File: config.mk
export PLATFORM = sky130hd
export DESIGN_NAME = fpcsr_regs
export DESIGN_NICKNAME = d
export VERILOG_FILES = /design/src/verilog/fpcsr_pkg.sv /design/src/verilog/fpcsr_exc_if.sv /design/src/verilog/fpcsr_trap_detect.sv /design/src/verilog/fpcsr_flush.sv /design/src/verilog/fpcsr_regs.sv
export SDC_FILE = /design/constraint.sdc
export NUM_CORES = 1
export LEC_CHECK = 0
export ABC_AREA = 1
export CAP_MARGIN = 20
export CORE_ASPECT_RATIO = 2
export CORE_MARGIN = 2
export CORE_UTILIZATION = 40
export DETAILED_ROUTE_END_ITERATION = 16
export DONT_BUFFER_PORTS = 1
export GPL_TIMING_DRIVEN = 0
export HOLD_SLACK_MARGIN = 0.08
export SYNTH_ARGS = -nofsm -noshare
export SYNTH_HDL_FRONTEND = slang
export SYNTH_SLANG_ARGS = --single-unit
File: constraint.sdc
create_clock -name clk_sys -period 2.61 [get_ports clk_sys]
set_clock_uncertainty 0.1 [all_clocks]
set_input_delay 0.3915 -clock clk_sys [delete_from_list [all_inputs] [get_ports clk_sys]]
set_output_delay 0.3915 -clock clk_sys [all_outputs]
set_load 0.01 [all_outputs]
File: src/verilog/fpcsr_pkg.sv
// package: register layout, field positions and reset values of the fp control registers
package fpcsr_pkg;

	// ----------------------------------------
	// control register numbers
	// ----------------------------------------
	localparam logic [4:0] FPCSR_IMPL_REV_NUM = 5'h00; // implementation/revision register
	localparam logic [4:0] FPCSR_CTRL_STAT_NUM = 5'h1f; // control/status register

	// ----------------------------------------
	// control/status field positions
	// ----------------------------------------
	localparam int FPCSR_RND_LSB = 0; // rounding field [1:0]
	localparam int FPCSR_FLAG_LSB = 2; // flags [6:2]
	localparam int FPCSR_EN_LSB = 7; // enables [11:7]
	localparam int FPCSR_CAUSE_LSB = 12; // cause [17:12]
	localparam int FPCSR_COND_BIT = 23; // compare condition
	localparam int FPCSR_FLUSH_BIT = 24; // flush denormal enable

	// ----------------------------------------
	// exception bit positions inside a 5-bit field
	// ----------------------------------------
	localparam int FPCSR_X_INEXACT = 0;
	localparam int FPCSR_X_UNDER = 1;
	localparam int FPCSR_X_OVER = 2;
	localparam int FPCSR_X_DIVZ = 3;
	localparam int FPCSR_X_INVALID = 4;
	localparam int FPCSR_X_UNIMPL = 5; // cause field only

	// ----------------------------------------
	// reset values and identity
	// ----------------------------------------
	localparam logic [31:0] FPCSR_CTRL_RESET = 32'h0000_0000;
	localparam logic [7:0] FPCSR_IMPL_DEFAULT = 8'h5a; // arbitrary value
	localparam logic [3:0] FPCSR_MAJOR_DEFAULT = 4'h1;
	localparam logic [3:0] FPCSR_MINOR_DEFAULT = 4'h0;

	// rounding modes
	typedef enum logic [1:0] {
		round_nearest_even = 2'h0,
		round_toward_zero = 2'h1,
		round_toward_plus_inf = 2'h2,
		round_toward_minus_inf = 2'h3
	} fpcsr_rnd_t;

	// class of the retiring fp instruction
	typedef enum logic [2:0] {
		FPCSR_OP_NONE = 3'h0, // no fp instruction
		FPCSR_OP_ARITH = 3'h1, // computational or conversion
		FPCSR_OP_COMPARE = 3'h2, // compare
		FPCSR_OP_MOVE = 3'h3, // fp_register_move and loads/stores
		FPCSR_OP_UNIMPL = 3'h4 // reserved or unimplemented
	} fpcsr_op_t;

endpackage

File: src/verilog/fpcsr_exc_if.sv
// interface: exception status passed between the register file and its helpers
`timescale 1ns/1ps
`default_nettype none
interface fpcsr_exc_if;
	logic [5:0] cause; // current cause field
	logic [4:0] enable; // current enable field
	logic trap; // pending exception
	modport src (output cause, output enable, input trap);
	modport chk (input cause, input enable, output trap);
endinterface
`default_nettype wire

File: src/verilog/fpcsr_trap_detect.sv
// module: trap condition from cause and enable fields
`timescale 1ns/1ps
`default_nettype none
module fpcsr_trap_detect
	import fpcsr_pkg::*;
(
	fpcsr_exc_if.chk exc
);
	// enabled cause, plus unimplemented which has no enable
	assign exc.trap = (|(exc.cause[4:0] & exc.enable)) | exc.cause[FPCSR_X_UNIMPL];
endmodule
`default_nettype wire

File: src/verilog/fpcsr_flush.sv
// module: flush decision and flushed value for denormal results
`timescale 1ns/1ps
`default_nettype none
module fpcsr_flush
	import fpcsr_pkg::*;
(
	input wire logic flush_en,
	input wire logic [4:0] enable,
	input wire fpcsr_pkg::fpcsr_rnd_t rnd,
	input wire logic denorm,
	input wire logic sign,
	output logic do_flush,
	output logic to_min_norm
)
;
	// flush only with underflow and inexact traps off
	assign do_flush = denorm & flush_en & ~enable[FPCSR_X_UNDER] & ~enable[FPCSR_X_INEXACT];
	// away from zero only when rounding points that way
	assign to_min_norm = sign ? (rnd == round_toward_minus_inf) : (rnd == round_toward_plus_inf);
endmodule
`default_nettype wire

File: src/verilog/fpcsr_regs.sv
// module: fp control register bank, implementation/revision and control/status
//
// Operation
// - revision register read-only, major in 7:4
// - minor revision number in bits 3:0
// - reserved revision bits read as zero
// - status register accessible without privilege check
// - flush denormals when enabled, traps off
// - flush value depends on sign and rounding
// - flush sets underflow, inexact cause and flag
// - compare writes condition bit 23
// - condition changes only on compare, write
// - branches sample the condition bit
// - only listed instructions update cause, flags
// - cause holds all exceptions of last op
// - unimplemented cause set when emulation needed
// - trapped op changes cause bits only
// - trap whenever cause and enable both set
// - unimplemented cause always traps
// - unenabled exceptions store default result
// - flags accumulate, cleared only by write
// - rounding field selects rounding mode
// - move instructions read and write registers
// - writes visible to very next instruction
`timescale 1ns/1ps
`default_nettype none
module fpcsr_regs
	import fpcsr_pkg::*;
#(
	parameter logic [7:0] IMPL_NUM = fpcsr_pkg::FPCSR_IMPL_DEFAULT, // arbitrary value
	parameter logic [3:0] MAJOR_REV = fpcsr_pkg::FPCSR_MAJOR_DEFAULT,
	parameter logic [3:0] MINOR_REV = fpcsr_pkg::FPCSR_MINOR_DEFAULT
)
(
	input wire logic clk_sys,
	input wire logic nrst,
	// control move port
	input wire logic ctl_rd, // move_from_fp_control
	input wire logic [4:0] ctl_rd_num,
	output logic [31:0] ctl_rd_data,
	input wire logic ctl_wr, // move_to_fp_control
	input wire logic [4:0] ctl_wr_num,
	input wire logic [31:0] ctl_wr_data,
	// retiring fp instruction
	input wire logic op_valid,
	input wire fpcsr_pkg::fpcsr_op_t op_class,
	input wire logic [4:0] op_exc, // ieee exceptions raised, order of enable field
	input wire logic op_denorm, // result is denormal
	input wire logic op_sign, // sign of that result
	input wire logic cmp_result, // compare outcome
	// answers to the datapath
	output logic res_write_ok, // datapath may write result
	output logic res_flush, // substitute flushed value
	output logic res_min_norm, // flushed value is +-2^emin
	output logic [1:0] rnd_mode,
	output logic cond_flag,
	output logic fp_exc_req
);

	// ----------------------------------------
	// state
	// ----------------------------------------
	logic flush_q, flush_d; // flush denormal enable
	logic cond_q, cond_d; // compare condition
	logic [5:0] cause_q, cause_d; // cause field
	logic [4:0] enable_q, enable_d; // enable field
	logic [4:0] flag_q, flag_d; // flag field
	logic [1:0] rnd_q, rnd_d; // rounding field
	logic [31:0] rd_q; // read data register
	logic ok_q, fl_q, mn_q, req_q; // registered answers

	fpcsr_exc_if exc_cur(); // current state view
	fpcsr_exc_if exc_nxt(); // next state view

	// ----------------------------------------
	// decode
	// ----------------------------------------
	wire wr_ctrl = ctl_wr & (ctl_wr_num == FPCSR_CTRL_STAT_NUM);
	wire op_arith = op_valid & (op_class == FPCSR_OP_ARITH);
	wire op_cmp = op_valid & (op_class == FPCSR_OP_COMPARE);
	wire op_unimp_cls = op_valid & (op_class == FPCSR_OP_UNIMPL);
	wire op_upd = op_arith | op_unimp_cls;
	wire do_flush;
	wire to_min;
	wire flush_needed = op_arith & op_denorm; // denormal arithmetic result
	wire flush_now = op_arith & do_flush;

	// flush decision uses the value written in the same cycle
	fpcsr_flush u_flush (
		.flush_en(flush_d),
		.enable(enable_d),
		.rnd(fpcsr_rnd_t'(rnd_d)),
		.denorm(op_denorm),
		.sign(op_sign),
		.do_flush(do_flush),
		.to_min_norm(to_min)
	);

	// exceptions raised by this op
	wire [4:0] flush_exc = flush_now ? 5'h03 : 5'h00;
	wire [4:0] op_ieee = op_exc | flush_exc;
	wire unimp_now = op_unimp_cls | (flush_needed & ~do_flush);
	wire [5:0] op_cause = {unimp_now, op_ieee};

	// ----------------------------------------
	// next state
	// ----------------------------------------
	always_comb begin
		flush_d = flush_q;
		cond_d = cond_q;
		cause_d = cause_q;
		enable_d = enable_q;
		flag_d = flag_q;
		rnd_d = rnd_q;
		// control write first; an op in the same cycle sees it
		if (wr_ctrl) begin
			flush_d = ctl_wr_data[FPCSR_FLUSH_BIT];
			cond_d = ctl_wr_data[FPCSR_COND_BIT];
			cause_d = ctl_wr_data[FPCSR_CAUSE_LSB +: 6];
			enable_d = ctl_wr_data[FPCSR_EN_LSB +: 5];
			flag_d = ctl_wr_data[FPCSR_FLAG_LSB +: 5];
			rnd_d = ctl_wr_data[FPCSR_RND_LSB +: 2];
		end
		// compare sets or clears the condition
		if (op_cmp) begin
			cond_d = cmp_result;
		end
		// updating op replaces cause wholesale
		if (op_upd) begin
			cause_d = op_cause;
		end
		// flags only set by ops when no trap is taken
		if (op_upd & ~exc_nxt.trap) begin
			flag_d = flag_d | op_ieee;
		end
	end

	assign exc_nxt.cause = cause_d;
	assign exc_nxt.enable = enable_d;
	assign exc_cur.cause = cause_q;
	assign exc_cur.enable = enable_q;

	// trap checks on the next and the stored state
	fpcsr_trap_detect u_trap_nxt (
		.exc(exc_nxt)
	);
	fpcsr_trap_detect u_trap_cur (
		.exc(exc_cur)
	);

	// ----------------------------------------
	// read mux
	// ----------------------------------------
	wire [31:0] impl_word = {16'h0000, IMPL_NUM, MAJOR_REV, MINOR_REV};
	wire [31:0] ctrl_word = {7'h00, flush_q, cond_q, 5'h00, cause_q, enable_q, flag_q, rnd_q};
	wire [31:0] rd_mux = (ctl_rd_num == FPCSR_IMPL_REV_NUM) ? impl_word :
		(ctl_rd_num == FPCSR_CTRL_STAT_NUM) ? ctrl_word : 32'h0000_0000;

	// ----------------------------------------
	// registers
	// ----------------------------------------
	// architectural fields
	always_ff @(posedge clk_sys or negedge nrst) begin
		if (!nrst) begin
			flush_q <= FPCSR_CTRL_RESET[FPCSR_FLUSH_BIT];
			cond_q <= FPCSR_CTRL_RESET[FPCSR_COND_BIT];
			cause_q <= FPCSR_CTRL_RESET[FPCSR_CAUSE_LSB +: 6];
			enable_q <= FPCSR_CTRL_RESET[FPCSR_EN_LSB +: 5];
			flag_q <= FPCSR_CTRL_RESET[FPCSR_FLAG_LSB +: 5];
			rnd_q <= FPCSR_CTRL_RESET[FPCSR_RND_LSB +: 2];
		end else begin
			flush_q <= flush_d;
			cond_q <= cond_d;
			cause_q <= cause_d;
			enable_q <= enable_d;
			flag_q <= flag_d;
			rnd_q <= rnd_d;
		end
	end

	// read data register
	always_ff @(posedge clk_sys or negedge nrst) begin
		if (!nrst) begin
			rd_q <= 32'h0000_0000;
		end else if (ctl_rd) begin
			rd_q <= rd_mux;
		end
	end

	// answers to the datapath
	always_ff @(posedge clk_sys or negedge nrst) begin
		if (!nrst) begin
			ok_q <= 1'b0;
			fl_q <= 1'b0;
			mn_q <= 1'b0;
			req_q <= 1'b0;
		end else begin
			ok_q <= op_arith & ~exc_nxt.trap;
			fl_q <= flush_now & ~exc_nxt.trap;
			mn_q <= flush_now & to_min & ~exc_nxt.trap;
			req_q <= exc_nxt.trap;
		end
	end

	// ----------------------------------------
	// outputs
	// ----------------------------------------
	assign ctl_rd_data = rd_q;
	assign res_write_ok = ok_q;
	assign res_flush = fl_q;
	assign res_min_norm = mn_q;
	assign rnd_mode = rnd_q;
	assign cond_flag = cond_q;
	assign fp_exc_req = req_q;

endmodule
`default_nettype wire

==> flow_metrics.tcl <==
set metrics [dict create \
    outcome "finished, final reports clean" \
    final_cells 334 \
    drt_iter0_drc 57 \
    synth-seq-cells 44 \
    htreeDepth 2 \
    synth_seq_area_share 0.509 \
    crit_required_ps 2740 \
    row_count 37 \
    synth_top_cell_area_share 0.509 \
    cts_tree "built" \
    syn-cell-area_um2 2160 \
    antenna_found_initial 0 \
    finish.utilization 0.463 \
    routed_via_density 4.85 \
    io_buffers 0 \
    track_usage 0.174 \
    fin_setup_tns_ps 0 \
    grt_pass1_wl_um 7900 \
    p_per_area_nw_per_um2 638 \
    drv_cap 0 \
    die_h_um 108 \
    fin_crit_ps 1650 \
    hold_viol 0 \
    yosysUniqueCellTypes 29 \
    slew_headroom 0.534 \
    nets 333 \
    synth_cells 255 \
    start_util 0.417 \
    rsz0062_at_grt "false" \
    clkLatencyLatePin_ps 300 \
    place_area_um2 2280 \
    avgRoutedWirePerCell_um 14.6 \
    fin_ws_ps 958 \
    power_mw 1.53 \
    whs_ps 118 \
    top_layer "met4" \
    period_share 0.633 \
    hold_class "primary input to flip-flop" \
    drt_wl_total_um 4890 \
    io_pins 97 \
    ant_nets 0 \
    setup_viol 0 \
    vdd_drop_max_uv 380 \
    p_leak_nw 1.31 \
    area_delta_synth_final_pct 11.0 \
    endpoint_kind "flip-flop" \
    synth_area_leaders "dfrtp_1 (51%), nand2_1 (15%), nand3_1 (4.6%)" \
    drive_above_1_share 0.141 \
    clk_pin_slew_worst_paths_ps 80 \
    numCtsBuffers 5 \
    met3_length_um 289 \
    grt_start_max_net_pins 45 \
    die_x_um 56 \
    ctsLongestPathBuffers 2 \
    drc 0 \
    drt_pass1_iterations 4 \
    design_area_um2 2400 \
    dieArea_um2 6050 \
    routed-wl-met2_um 2610 \
    clock.fmax_mhz 605 \
    worst_pin_slew_ps 693 \
    first_global_vias 1627 \
    cp-start-kind "primary input" \
    diodes 0 \
    pre_cts_ws_ps 639 \
    grt_remaining_overflow 0 \
    synth_top_cell_by_area "dfrtp_1" \
    vias 1619 \
    path_class "primary input to flip-flop" \
    avgSynthCellArea_um2 8.48 \
    worst_ep_arrival_time_ps 1780 \
    core-area_um2 5180 \
    clock-sinks 44 \
    ys_warn_count 0 \
    report.final.slew_viol_count 0 \
    root_buffer "clkbuf_8" \
    dpl.hpwl_um 3870 \
    place.gp.congestion 0.826 \
    worstPathMaxFanout 9 \
    drt-met1-wl_um 1830 \
    dp.cells 324 \
]
[report_power, final]
part           internal, mW  switching (mW)  total [mW]  leakage [nW]
sequential            0.763          0.0635       0.826         0.560
clock                 0.215           0.222       0.437        0.0445
combinational        0.0989           0.169       0.268         0.708
total                  1.08           0.455        1.53          1.31
[Yosys cell counts]
library cell,number
o31ai_1,5
clkbuf_1,4
nand2_4,1
nor2_1,15
conb_1,1
buf_6,2
nand4_1,6
nand3_2,4
a21oi_1,7
o21ai_0,2
o21ai_1,1
nand4_2,1
o21ai_2,1
nor2_4,1
nor3_1,1
nand2_2,5
nor2_2,2
buf_4,12
nand3_1,20
nor2_8,1
inv_1,23
clkinv_1,2
dfrtp_1,44
nor4_2,1
mux2i_1,4
xnor2_1,1
o211ai_1,1
nand2_1,85
nand3b_1,2
[routing by layer]
metal  GRT usage  vias to the layer above
li1            -                      830
met1       0.186                      721
met3      0.0419                        8
met5           0                        -
met2       0.306                       60
met4      0.0986                        0
[final timing paths]
kind / start / end / slack (ps) / cells past startpoint
max: ctl_wr_num[3] / res_write_ok / 960 / 11
min: ctl_wr_data[6] / flag_q[4] / 120 / 2
max reg2reg: enable_q[1] / res_write_ok / 1040 / 8
min reg2reg: flag_q[2] / flag_q[2] / 410 / 2
max in group asynchronous: nrst / ctl_rd_data[1] / 1740 / 2
min in group asynchronous: nrst / enable_q[2] / 460 / 2
[state kept, by name (all words and copies together) (netlist names), 2 cells and up]
signal and flops:
rnd_mode 2, ctl_rd_data 20, cause_q 6, flag_q 5, enable_q 5
[logic make-up after synthesis]
logic type	share of synthesized area
other	0.00173
multiplexers	0.0185
AND/OR/NAND/NOR	0.316
AO/OA/AOI/OAI	0.0480
buffers and inverters	0.102
XOR/XNOR	0.00405
flip-flops	0.509
[critical path, cell delays in order]
cell and delay, ps:
nand2_1 40, inv_1 110, nand2_4 120, clkinv_1 270, nand2_1 140, nand2_1 60, a21oi_1 150, nand2_2 120
nor2_8 170, nand3_2 110, nor2_1 100
[what timing repair did]
action,CTS,global route
endpoints found under the setup margin,0,0
setup buffers,0,0
hold buffers,2,0
endpoints found under the hold margin,44,0
gates resized for setup,0,0
[cell usage in the layout (no fill, tap or decap)]
cell / n
nor2_2: 2
clkbuf_8: 6
dlygate4sd3_1: 1
nand4_1: 6
nor2_1: 15
nand3_1: 20
nor2_4: 1
buf_6: 2
o21ai_1: 1
xnor2_1: 1
o211ai_1: 1
o21ai_0: 2
inv_1: 23
o31ai_1: 5
nand3b_1: 2
nand2_4: 1
conb_1: 12
clkbuf_1: 5
buf_4: 12
nor3_1: 1
mux2i_1: 4
dfrtp_1: 44
nand3_2: 4
nand2_2: 5
clkinv_1: 2
nand4_2: 1
nor4_2: 1
o21ai_2: 1
buf_12: 1
nand2_1: 85
a21oi_1: 7
clkinvlp_4: 1
nor2_8: 1
[cell type report]
cell class                 instances  area (um^2)
buffer                            18          128
clock buffer                       7         86.3
clock inverter                     1         7.51
fill                             532         2780
inverter                          25         93.8
multi-input combinational        179          882
sequential                        44         1100
tap                               58         72.6
timing repair buffer               2         30.0
Power figures use the tool's default switching activity.
